`config.mk`:
```
export PLATFORM = sky130hd
export DESIGN_NAME = pm_throttle_ctl
export DESIGN_NICKNAME = d
export VERILOG_FILES = /design/src/design/_unused_guard_none.sv /design/src/design/pm_throttle_pkg.sv /design/src/design/gpi_cfg_if.sv /design/src/design/gpi_monitor_cond.sv /design/src/design/pm_throttle_ctl.sv
export SDC_FILE = /design/constraint.sdc
export NUM_CORES = 1
export LEC_CHECK = 0
export BUFFER_PORTS_ARGS = -buffer_cell sky130_fd_sc_hd__buf_2
export CAP_MARGIN = 20
export CORE_MARGIN = 2
export CORE_UTILIZATION = 55
export CTS_BUF_LIST = sky130_fd_sc_hd__clkbuf_8
export CTS_CLUSTER_SIZE = 12
export DETAILED_ROUTE_END_ITERATION = 16
export GPL_ROUTABILITY_DRIVEN = 0
export PLACE_DENSITY = 0.77
export SYNTH_ARGS = -nofsm -noshare
export SYNTH_HDL_FRONTEND = slang
export SYNTH_HIERARCHICAL = 1
export SYNTH_SLANG_ARGS = --single-unit
```
`constraint.sdc`:
```
create_clock -name clk -period 5.45 [get_ports clk]
set_clock_uncertainty 0.05 [all_clocks]
set_input_delay 0.8175 -clock clk [delete_from_list [all_inputs] [get_ports clk]]
set_output_delay 0.8175 -clock clk [all_outputs]
set_load 0.02 [all_outputs]
```
`src/design/_unused_guard_none.sv`:
```
`default_nettype none
`default_nettype wire

```
`src/design/pm_throttle_pkg.sv`:
```
`default_nettype none
package pm_throttle_pkg;
   // ---------------------------------------------------------------
   // register map (byte addresses)
   // ---------------------------------------------------------------
   localparam int ADDR_W = 8;
   localparam logic [7:0] COUNTS_OFF = 8'h48;
   localparam logic [7:0] GPI_CTL_OFF = 8'h4C;
   localparam logic [7:0] IRQ_STATUS_OFF = 8'h50;
   localparam logic [7:0] IRQ_MASK_OFF = 8'h54;
   localparam logic [7:0] CTRL_OFF = 8'h58;
   localparam logic [31:0] REG_RST = 32'h0000_0000;
   // ---------------------------------------------------------------
   // throttle and burst counts fields
   // ---------------------------------------------------------------
   localparam int FAST_BURST_COUNT_LSB = 0;
   localparam int FB_W = 5;
   localparam int LOCK_SEL_BIT = 5;
   localparam int LOCK_CNT_LSB = 6;
   localparam int DUTY_LSB = 11;
   localparam int DUTY_W = 3;
   localparam int SLEEP_EN_BIT = 14;
   localparam logic [31:0] COUNTS_MASK = 32'h0000_7FFF;
   // ---------------------------------------------------------------
   // gpi input control fields
   // ---------------------------------------------------------------
   localparam int NUM_MON = 13;
   localparam int NUM_EDGE = 2;
   localparam int EN_LSB = 0;
   localparam int POL_LSB = 13;
   localparam int EDGE_LSB = 26;
   localparam logic [31:0] GPI_MASK = 32'h0FFF_FFFF;
   localparam int NUM_PINS = 22;
   // entry k is the pin index feeding monitor k+1
   localparam logic [12:0][4:0] MON_PIN_MAP = {
      5'h15, 5'h14, 5'h13, 5'h12, 5'h04, 5'h11, 5'h10,
      5'h0F, 5'h0E, 5'h0D, 5'h00, 5'h06, 5'h05};
   // ---------------------------------------------------------------
   // interrupt status bits and control bits
   // ---------------------------------------------------------------
   localparam int IRQ_W = 4;
   localparam int IRQ_LOCK = 0;
   localparam int IRQ_BURST = 1;
   localparam int IRQ_MON = 2;
   localparam int IRQ_THERM = 3;
   localparam int CTRL_THR_EN_BIT = 0;
   // ---------------------------------------------------------------
   // timing
   // ---------------------------------------------------------------
   localparam int CLK_HZ = 20_000_000;
   localparam int LOCK_FINE_US = 1;
   localparam int LOCK_COARSE_MS = 1;
   localparam int THROTTLE_SLOT_US = 100;
   localparam int US_TICK_CYCLES = (CLK_HZ / 1_000_000) * LOCK_FINE_US;
   localparam int MS_TICK_CYCLES = (CLK_HZ / 1_000) * LOCK_COARSE_MS;
   localparam int SLOT_CYCLES = (CLK_HZ / 1_000_000) * THROTTLE_SLOT_US;
   typedef enum logic [1:0] {FB_IDLE, FB_BURST, FB_LOCK} fb_mode_type;
endpackage
`default_nettype wire

```
`src/design/gpi_cfg_if.sv`:
```
`timescale 1ns/1ps
`default_nettype none
interface gpi_cfg_if;
   logic [12:0] enable;
   logic [12:0] polarity;
   logic [1:0] edge_sel;
   logic [12:0] event_out;
   modport ctl (output enable, output polarity, output edge_sel,
      input event_out);
   modport mon (input enable, input polarity, input edge_sel,
      output event_out);
endinterface
`default_nettype wire

```
`src/design/gpi_monitor_cond.sv`:
```
`timescale 1ns/1ps
`default_nettype none
module gpi_monitor_cond (
   // clock and reset
   input wire logic clk,
   input wire logic sys_rst,
   // pins and configuration
   input wire logic [pm_throttle_pkg::NUM_PINS-1:0] general_input_pin,
   gpi_cfg_if.mon cfg
);
   import pm_throttle_pkg::*;

   typedef struct packed {
      logic [NUM_MON-1:0] prev;
      logic [NUM_MON-1:0] evt;
   } mon_state_type;

   mon_state_type r, n;
   logic [NUM_MON-1:0] qual;
   logic [NUM_MON-1:0] edge_mode;

   // ---------------------------------------------------------------
   // per monitor qualification
   // ---------------------------------------------------------------
   genvar g;
   generate
      for (g = 0; g < NUM_MON; g++) begin : g_mon
         assign qual[g] = cfg.enable[g] &
            (general_input_pin[MON_PIN_MAP[g]] ^ cfg.polarity[g]);
         if (g >= NUM_MON - NUM_EDGE) begin : g_edge
            assign edge_mode[g] =
               cfg.edge_sel[g - (NUM_MON - NUM_EDGE)];
         end else begin : g_level
            assign edge_mode[g] = 1'b0;
         end
      end
   endgenerate

   always_comb begin
      n = r;
      n.prev = qual;
      n.evt = (qual & ~r.prev & edge_mode) | (qual & ~edge_mode);
   end

   always_ff @(posedge clk or posedge sys_rst) begin
      if (sys_rst) begin
         r <= '0;
      end else begin
         r <= n;
      end
   end

   assign cfg.event_out = r.evt;
endmodule // gpi_monitor_cond
`default_nettype wire

```
`src/design/pm_throttle_ctl.sv`:
```
// Behaviour
// - stop-clock asserted for the duty share of each throttle period.
// - duty codes 001..111 give 12.5% to 87.5% in 12.5% steps.
// - on processor wake, load timer with lock count in lock mode.
// - lock timing ticks each 1 ms when select is 0, 1 us when 1.
// - burst count is the initial and reload value of the burst timer.
// - monitor 13 input is level when its edge bit is 0, else edge.
// - monitor 12 input is level when its edge bit is 0, else edge.
// - polarity bit 0 means asserted high, 1 asserted low, per monitor.
// - a monitor input reaches decode logic only when its enable is set.
// - fixed pin to monitor wiring; every monitor has an input, monitor 1 takes pin 5.
// - cache sleep driven only when enabled; duty cycle shapes it while throttling, else held asserted.
`timescale 1ns/1ps
`default_nettype none
module pm_throttle_ctl #(
   parameter int unsigned MS_CYCLES = pm_throttle_pkg::MS_TICK_CYCLES
) (
   // clock and reset
   input wire logic clk,
   input wire logic sys_rst,
   // avalon-mm slave
   input wire logic [pm_throttle_pkg::ADDR_W-1:0] avs_address,
   input wire logic avs_read,
   input wire logic avs_write,
   input wire logic [31:0] avs_writedata,
   input wire logic [3:0] avs_byteenable,
   output logic [31:0] avs_readdata,
   output logic avs_waitrequest,
   // processor clock control
   input wire logic thermal_alarm_in_n,
   input wire logic cpu_wake,
   input wire logic burst_start,
   input wire logic clock_ctl_mode,
   output logic cpu_stop_clock_n,
   output logic cache_sleep_out,
   output logic fb_expired,
   output logic pll_lock_done,
   // general purpose inputs
   input wire logic [pm_throttle_pkg::NUM_PINS-1:0] general_input_pin,
   output logic [pm_throttle_pkg::NUM_MON-1:0] monitor_event,
   // interrupt
   output logic irq
);
   import pm_throttle_pkg::*;

   localparam int MS_W = $clog2(MS_CYCLES);
   localparam int US_W = $clog2(US_TICK_CYCLES);
   localparam int SLOT_W = $clog2(SLOT_CYCLES);

   // ---------------------------------------------------------------
   // state
   // ---------------------------------------------------------------
   typedef struct packed {
      logic wait_req;
      logic [31:0] rdata;
      logic [31:0] counts;
      logic [31:0] gpi;
      logic thr_en;
      logic [IRQ_W-1:0] status;
      logic [IRQ_W-1:0] mask;
      logic irq;
      logic [US_W-1:0] us_cnt;
      logic [MS_W-1:0] ms_cnt;
      logic [SLOT_W-1:0] slot_cnt;
      logic [DUTY_W-1:0] phase;
      logic stop_n;
      logic sleep;
      logic thr_prev;
      fb_mode_type fb_mode;
      logic [FB_W-1:0] fast_burst_count;
      logic fb_expired;
      logic lock_done;
   } ctl_state_type;

   ctl_state_type r, n;
   gpi_cfg_if cfg ();

   logic us_tick;
   logic ms_tick;
   logic slot_end;
   logic lock_tick;
   logic thr_act;
   logic [DUTY_W-1:0] duty;
   logic [FB_W-1:0] lock_count;
   logic [FB_W-1:0] burst_count;
   logic [31:0] wmask;
   logic [IRQ_W-1:0] clr;
   logic [IRQ_W-1:0] set;

   // ---------------------------------------------------------------
   // helpers
   // ---------------------------------------------------------------
   function automatic logic [31:0] be_mask(input logic [3:0] be);
      logic [31:0] m;
      m = 32'h0000_0000;
      for (int b = 0; b < 4; b++) begin
         m[b*8 +: 8] = {8{be[b]}};
      end
      return m;
   endfunction

   function automatic logic [31:0] merge(input logic [31:0] old,
      input logic [31:0] wd, input logic [31:0] m,
      input logic [31:0] keep);
      return ((old & ~m) | (wd & m)) & keep;
   endfunction

   function automatic logic [31:0] read_mux(input logic [7:0] a,
      input ctl_state_type s);
      logic [31:0] d;
      d = 32'h0000_0000;
      case (a)
         COUNTS_OFF: d = s.counts;
         GPI_CTL_OFF: d = s.gpi;
         IRQ_STATUS_OFF: d[IRQ_W-1:0] = s.status;
         IRQ_MASK_OFF: d[IRQ_W-1:0] = s.mask;
         CTRL_OFF: d[CTRL_THR_EN_BIT] = s.thr_en;
         default: d = 32'h0000_0000;
      endcase
      return d;
   endfunction

   // ---------------------------------------------------------------
   // decoded fields and rate enables
   // ---------------------------------------------------------------
   assign duty = r.counts[DUTY_LSB +: DUTY_W];
   assign lock_count = r.counts[LOCK_CNT_LSB +: FB_W];
   assign burst_count = r.counts[FAST_BURST_COUNT_LSB +: FB_W];
   assign us_tick = r.us_cnt == US_W'(US_TICK_CYCLES - 1);
   assign ms_tick = r.ms_cnt == MS_W'(MS_CYCLES - 1);
   assign slot_end = r.slot_cnt == SLOT_W'(SLOT_CYCLES - 1);
   assign lock_tick = r.counts[LOCK_SEL_BIT] ? us_tick : ms_tick;
   assign thr_act = r.thr_en & ~thermal_alarm_in_n;
   assign wmask = be_mask(avs_byteenable);

   // ---------------------------------------------------------------
   // next state
   // ---------------------------------------------------------------
   always_comb begin
      n = r;
      clr = '0;
      set = '0;
      n.fb_expired = 1'b0;
      n.lock_done = 1'b0;
      n.us_cnt = us_tick ? '0 : r.us_cnt + 1'b1;
      n.ms_cnt = ms_tick ? '0 : r.ms_cnt + 1'b1;

      // one wait state; a write lands one edge after waitrequest drops, where it is sampled low
      n.wait_req = 1'b1;
      if ((avs_read || avs_write) && r.wait_req) begin
         n.wait_req = 1'b0;
         if (avs_read) begin
            n.rdata = read_mux(avs_address, r);
         end
      end else if (avs_write && !r.wait_req) begin
         case (avs_address)
            COUNTS_OFF: n.counts = merge(r.counts, avs_writedata, wmask,
               COUNTS_MASK);
            GPI_CTL_OFF: n.gpi = merge(r.gpi, avs_writedata, wmask,
               GPI_MASK);
            IRQ_STATUS_OFF: clr = avs_writedata[IRQ_W-1:0] &
               wmask[IRQ_W-1:0];
            IRQ_MASK_OFF: n.mask = (r.mask & ~wmask[IRQ_W-1:0]) |
               (avs_writedata[IRQ_W-1:0] & wmask[IRQ_W-1:0]);
            CTRL_OFF: begin
               if (wmask[CTRL_THR_EN_BIT]) begin
                  n.thr_en = avs_writedata[CTRL_THR_EN_BIT];
               end
            end
            default: ;
         endcase
      end

      // throttle: eight slots per period, duty code slots held stopped
      n.thr_prev = thr_act;
      if (!thr_act) begin
         n.slot_cnt = '0;
         n.phase = '0;
         n.stop_n = 1'b1;
      end else begin
         n.slot_cnt = slot_end ? '0 : r.slot_cnt + 1'b1;
         if (slot_end) begin
            n.phase = r.phase + 1'b1;
         end
         // code 000 leaves the clock running; no defined duty for it
         n.stop_n = !(r.phase < duty);
      end

      // cache sleep follows the stopped slots while throttling
      n.sleep = r.counts[SLEEP_EN_BIT] & clock_ctl_mode &
         (thr_act ? !n.stop_n : 1'b1);

      // fast burst timer
      case (r.fb_mode)
         FB_LOCK: begin
            if (lock_tick) begin
               if (r.fast_burst_count == '0) begin
                  n.lock_done = 1'b1;
                  n.fb_mode = FB_IDLE;
               end else begin
                  n.fast_burst_count = r.fast_burst_count - 1'b1;
               end
            end
         end
         FB_BURST: begin
            if (ms_tick) begin
               if (r.fast_burst_count == '0) begin
                  n.fb_expired = 1'b1;
                  n.fast_burst_count = burst_count;
               end else begin
                  n.fast_burst_count = r.fast_burst_count - 1'b1;
               end
            end
         end
         FB_IDLE: ;
         default: n.fb_mode = FB_IDLE;
      endcase
      if (burst_start) begin
         n.fb_mode = FB_BURST;
         n.fast_burst_count = burst_count;
      end
      // lock measurement has priority over a burst restart
      if (cpu_wake) begin
         n.fb_mode = FB_LOCK;
         n.fast_burst_count = lock_count;
      end

      // sticky status, set wins over a clear in the same cycle
      set[IRQ_LOCK] = n.lock_done;
      set[IRQ_BURST] = n.fb_expired;
      set[IRQ_MON] = |cfg.event_out;
      set[IRQ_THERM] = thr_act & ~r.thr_prev;
      n.status = (r.status & ~clr) | set;
      n.irq = |(n.status & n.mask);
   end

   always_ff @(posedge clk or posedge sys_rst) begin
      if (sys_rst) begin
         r <= '0;
         r.wait_req <= 1'b1;
         r.stop_n <= 1'b1;
         r.counts <= REG_RST;
         r.gpi <= REG_RST;
      end else begin
         r <= n;
      end
   end

   // ---------------------------------------------------------------
   // monitor conditioning and outputs
   // ---------------------------------------------------------------
   assign cfg.enable = r.gpi[EN_LSB +: NUM_MON];
   assign cfg.polarity = r.gpi[POL_LSB +: NUM_MON];
   assign cfg.edge_sel = r.gpi[EDGE_LSB +: NUM_EDGE];

   gpi_monitor_cond u_mon (
      .clk(clk),
      .sys_rst(sys_rst),
      .general_input_pin(general_input_pin),
      .cfg(cfg.mon)
   );

   assign avs_readdata = r.rdata;
   assign avs_waitrequest = r.wait_req;
   assign cpu_stop_clock_n = r.stop_n;
   assign cache_sleep_out = r.sleep;
   assign fb_expired = r.fb_expired;
   assign pll_lock_done = r.lock_done;
   assign monitor_event = cfg.event_out;
   assign irq = r.irq;
endmodule // pm_throttle_ctl
`default_nettype wire

```
## After elaboration in Yosys (flattened, before gate mapping)

Index checks and enable logic that the tools add are counted.

- Register bits after elaboration: 158
- Logic and storage cells: 145

- $add $sub $neg: 5
- Order comparisons: 1
- Eq/ne operators: 16
- Muxes and demuxes: 31
- Bitwise operators: 53
- Reductions and logical operators: 18

Operators with widths:

| cell | count |
|---|---|
| $and 28x28->28 | 2 |
| $pmux 24 s2 | 1 |
| $eq 8x7->1 const B | 5 |
| $and 13x13->13 | 3 |
| $mux 33 | 1 |
| $mux 32 | 1 |
| $mux 15 | 2 |
| $not 28->28 | 1 |
| $or 28x28->28 | 1 |
| $not 13->13 | 2 |
| $mux 4 | 6 |
| $mux 7 | 3 |
| $and 1x1->1 | 17 |
| $and 4x4->4 | 4 |
| $ne 4x4->1 const B | 4 |
| $add 15x1->15 const B | 1 |
| $and 15x15->15 | 1 |
| $eq 15x15->1 const B | 1 |
| $mux 5 | 3 |
| $or 15x15->15 | 1 |
| $or 13x13->13 | 1 |
| $reduce_or 13->1 | 1 |
| $xor 1x1->1 | 13 |
| $pmux 3 s4 | 1 |
| 33 further kinds | 48 |

## Longest topological paths before layout

- Depth after elaboration: 9
- Mapped depth: 8
- Mapped depth without buffers: 7

## By module

The synthesis kept the hierarchy.

Modules (own cells, without submodules):

| module | instances | cells an instance | area an instance (um^2) | sequential area each (um^2) |
|---|---|---|---|---|
| pm_throttle_ctl | 1 | 559 | 6112.1 | 3205.6 |
| gpi_monitor_cond | 1 | 59 | 694.4 | 375.4 |

## Worst setup path before layout

OpenSTA, ideal clock, no wires.

- Path type: input-to-reg
- Start point: input avs_address[1] in the netlist's numbering
- End point: register with a tool-made name
- Setup time: 0.127 ns
- Arrival time: 2.381 ns
- Required time: 5.273 ns
- Setup slack: 2.892 ns
- Stages on the path: 6
- Path buffers: 2
- Cell sequence: or3_1 buf_2 nor4_4 and4b_1 buf_4 mux2_1

RTL lines:

| element | RTL line | source |
|---|---|---|
| from (decl) | pm_throttle_ctl.sv:22 | `input wire logic [pm_throttle_pkg::ADDR_W-1:0] avs_address,` |

==> run summary <==
The internal power summed over all cells came out at 1730 uW. The die outline height is 115 um. The total power per unit cell area came out at 295 mW/mm^2. In the routed design, unresolved DRC markers number 0. The worst setup path is of the input pin to flop kind.

The number of enable-type register cells in the synthesized netlist came out at 0. STA puts the critical path data arrival time at about 3000 ps. The power share of the combinational group is 0.076. The number of nets in the layout is 772. The sum of routed wire length over all layers came out at ~15,000 um. The clock share of power is 0.440.

Setup repair after global routing left no endpoint under its margin. The largest net degree at the start of global routing is a little over 90. Synthesis inferred between 100 and 150 register bits.

In this run the critical register-to-register path is launched from r[31]. CTS built an H-tree with a depth of 4. Counting every instance in the synthesized netlist gives approximately 600. The global router's overall resource usage is 0.236.

The summed instance area of the synthesized netlist came out at 0.00681 mm^2. Relative to the synthesized area, the layout overhead comes to 12.8%. The kind of capture point of the worst setup path is a flop.

The type of element launching the critical path is an input pin. The number of warnings issued by yosys is 6. For flop-to-flop paths, the worst setup slack is 2960 ps.

Dividing the final minimum period by the clock period gives 0.498. The max-cap check violation count is 0. The average footprint of a synthesized cell came out at 11.0 um^2. In the final timing run, aggregate negative setup slack is 0 ps. The path class of the lowest-slack min-delay path is input pin to asynchronous set/reset pin.

The initial antenna violation count came out at 0. The run finished with clean final reports. TritonCTS built the clock tree.

Counting distinct cell types in the post-synthesis netlist gives 56. The number of clock sinks came out at about 140. The number of setup buffers added after CTS is 0. The die covers 0.0133 mm^2. For this run the aggregate overflow at the end of global routing stands at 0.

VDD sags by at most between 0.15 and 0.2 mV. The remaining max-slew budget at the tightest pin came out at 0.409. The number of detailed-route iterations in the first pass is 5. The DRC violation total after the first TritonRoute iteration came out at 285. The total of endpoints with negative setup slack in the final report is 0. Summed over all cells, the static leakage comes to 0.00391 uW.

For the pin with the worst max-slew slack, the measured transition is 885 ps. The chip width is between 100 and 150 um. The share of the Yosys chip area taken by registers is 0.526. Clock tree synthesis selected as its root buffer the cell clkbuf_8. The count of cells along the worst register-to-register path is 5. The count of instances resized after the clock tree is built is 0. In this run the standard cell core region covers 0.0121 mm^2. The share of total power dissipated in sequential elements is 0.484. The quantity of I/O buffers inserted on ports came out at 107. The first global-routing pass estimated 23,800 um of wire. The buffer depth of the longest clock path is 2. The number of core rows is 40. In the final layout, the share of cells above drive strength 1 is 0.282.

Summed over all nets, the half-perimeter wirelength after detailed placement is about 11,000 um. The number of max-slew violations in the final report is 0. The worst register-to-register path ends at r[6]. The shortest clock period the worst path allows after layout came out at 2720 ps. The via count normalized by instance count came out at 5.45. The number of vias after detailed routing came out at 4,740. Summed over all nets, the switching power comes to 533 uW. The fraction of registers with async set/reset came out at 1.00. On the final layout, the worst hold slack is around 240 ps. Of the total power, the share spent switching nets is 0.235. The count of endpoints failing hold in the final timing report was 0. TritonCTS created 17 clock buffers. The maximum fanout encountered on the critical timing path came out at 31. The starting utilization of the core area is 0.564.

In this run the count of I/O pins placed on the die edge is 125. Clock-pin slew was measured on the worst setup and hold paths at 80 ps. At the worst endpoint, the required time is between 5000 and 6000 ps. The maximum clock frequency is 0.368 GHz. The number of global-route vias before repair came out at slightly below 5,000. The average wire length per cell after detail routing came out at 17.0 um. 0 antenna diodes ended up in the layout. Buffers inserted to repair hold after CTS numbered 0.

Among all flip-flop cells after synthesis, the most frequent one is dfrtp_1. The number of nets with antenna violations after detailed routing is 0. At the later pin of the worst-skew pair, clock insertion delay measures 460 ps.
## metal layers
metal	GRT usage	part of all wire	up-vias
met1	0.307	0.43	2332
met2	0.382	0.49	149
met4	0.0867	0.023	0
met3	0.0643	0.055	32
li1	-	-	2227
met5	0	0	-
## worst max path at each step
stage	end	from
after global routing	flop	avs_address[1]
after floorplan	asynchronous set/reset pin	sys_rst
after detailed placement	flop	avs_address[1]
after global placement	flop	avs_address[1]
final	flop	avs_address[1]
after CTS	flop	avs_address[1]
## synth_stat cells (9+ instances only)
cell	instances	share of area
clkbuf_1	12	0.0066
o21ai_0	46	0.034
a22oi_1	11	0.012
nand3_1	11	0.0081
and2_1	12	0.011
inv_1	18	0.0099
mux2_2	31	0.051
xor2_1	25	0.032
ha_1	10	0.018
mux2i_1	9	0.013
nor2_1	30	0.017
nand4_1	10	0.0092
xnor2_1	13	0.017
nand2_1	71	0.039
mux2_1	9	0.015
dfrtp_1	141	0.52
buf_4	47	0.052
## placed cells by master, fill, tap and decap left out, drive strengths merged, types with 5 or more instances in the layout
master	count
dfrtp	141
buf	112
nand2	75
mux2	48
o21ai	47
nor2	30
xor2	25
inv	21
clkbuf	17
and2	14
xnor2	13
a22oi	11
nand3	11
nand4	10
ha	10
mux2i	9
and3	8
a21oi	8
nand2b	7
nor4	7
bufinv	6
nor3	5
nor2b	5
## critical path, cell delays in order
cell and delay, ps:
buf_2 100, or3_1 520, nor4_4 240, buf_4 390, and4b_1 530, mux2_2 390
## power by group through the flow
stage | registers (uW) | clock network, uW | logic [uW]
after floorplan | 1110 | 0 | 110
after global placement | 1110 | 0 | 159
after detailed placement | 1120 | 0 | 166
after CTS | 1100 | 1010 | 169
after global routing | 1100 | 1060 | 192
final | 1100 | 998 | 173
## cell families (layout without fill, tap and decap cells)
group           Yosys count  after routing  synth area share
simple gates            197            197             0.155
flops                   143            143             0.526
compound gates           90             90            0.0816
buf+inv                  82            162            0.0721
mux                      57             57            0.0971
xor+xnor                 38             38            0.0489
fa+ha+maj                10             10            0.0184
other cells               1              4          0.000551
## layout make-up
class	instances	area (um^2)
flip-flops and latches	143	3580
clock inverters	15	241
fillers	924	4390
inverters	18	70.1
multi-input cells	396	2750
well taps	168	210
repair buffers	112	593
clock buffers	17	234
## per-stage QoR
stage	area, um^2	setup WS (ps)	cells	total power (uW)	util
global placement	7170	2270	836	1270	0.595
global route	7680	2680	869	2350	0.636
CTS	7650	2750	868	2270	0.634
floorplan	6820	1170	621	1220	-
finish	7680	2730	869	2270	0.636
detailed placement	7170	2270	836	1280	0.595
No activity file was read; power rests on OpenSTA's default activity.
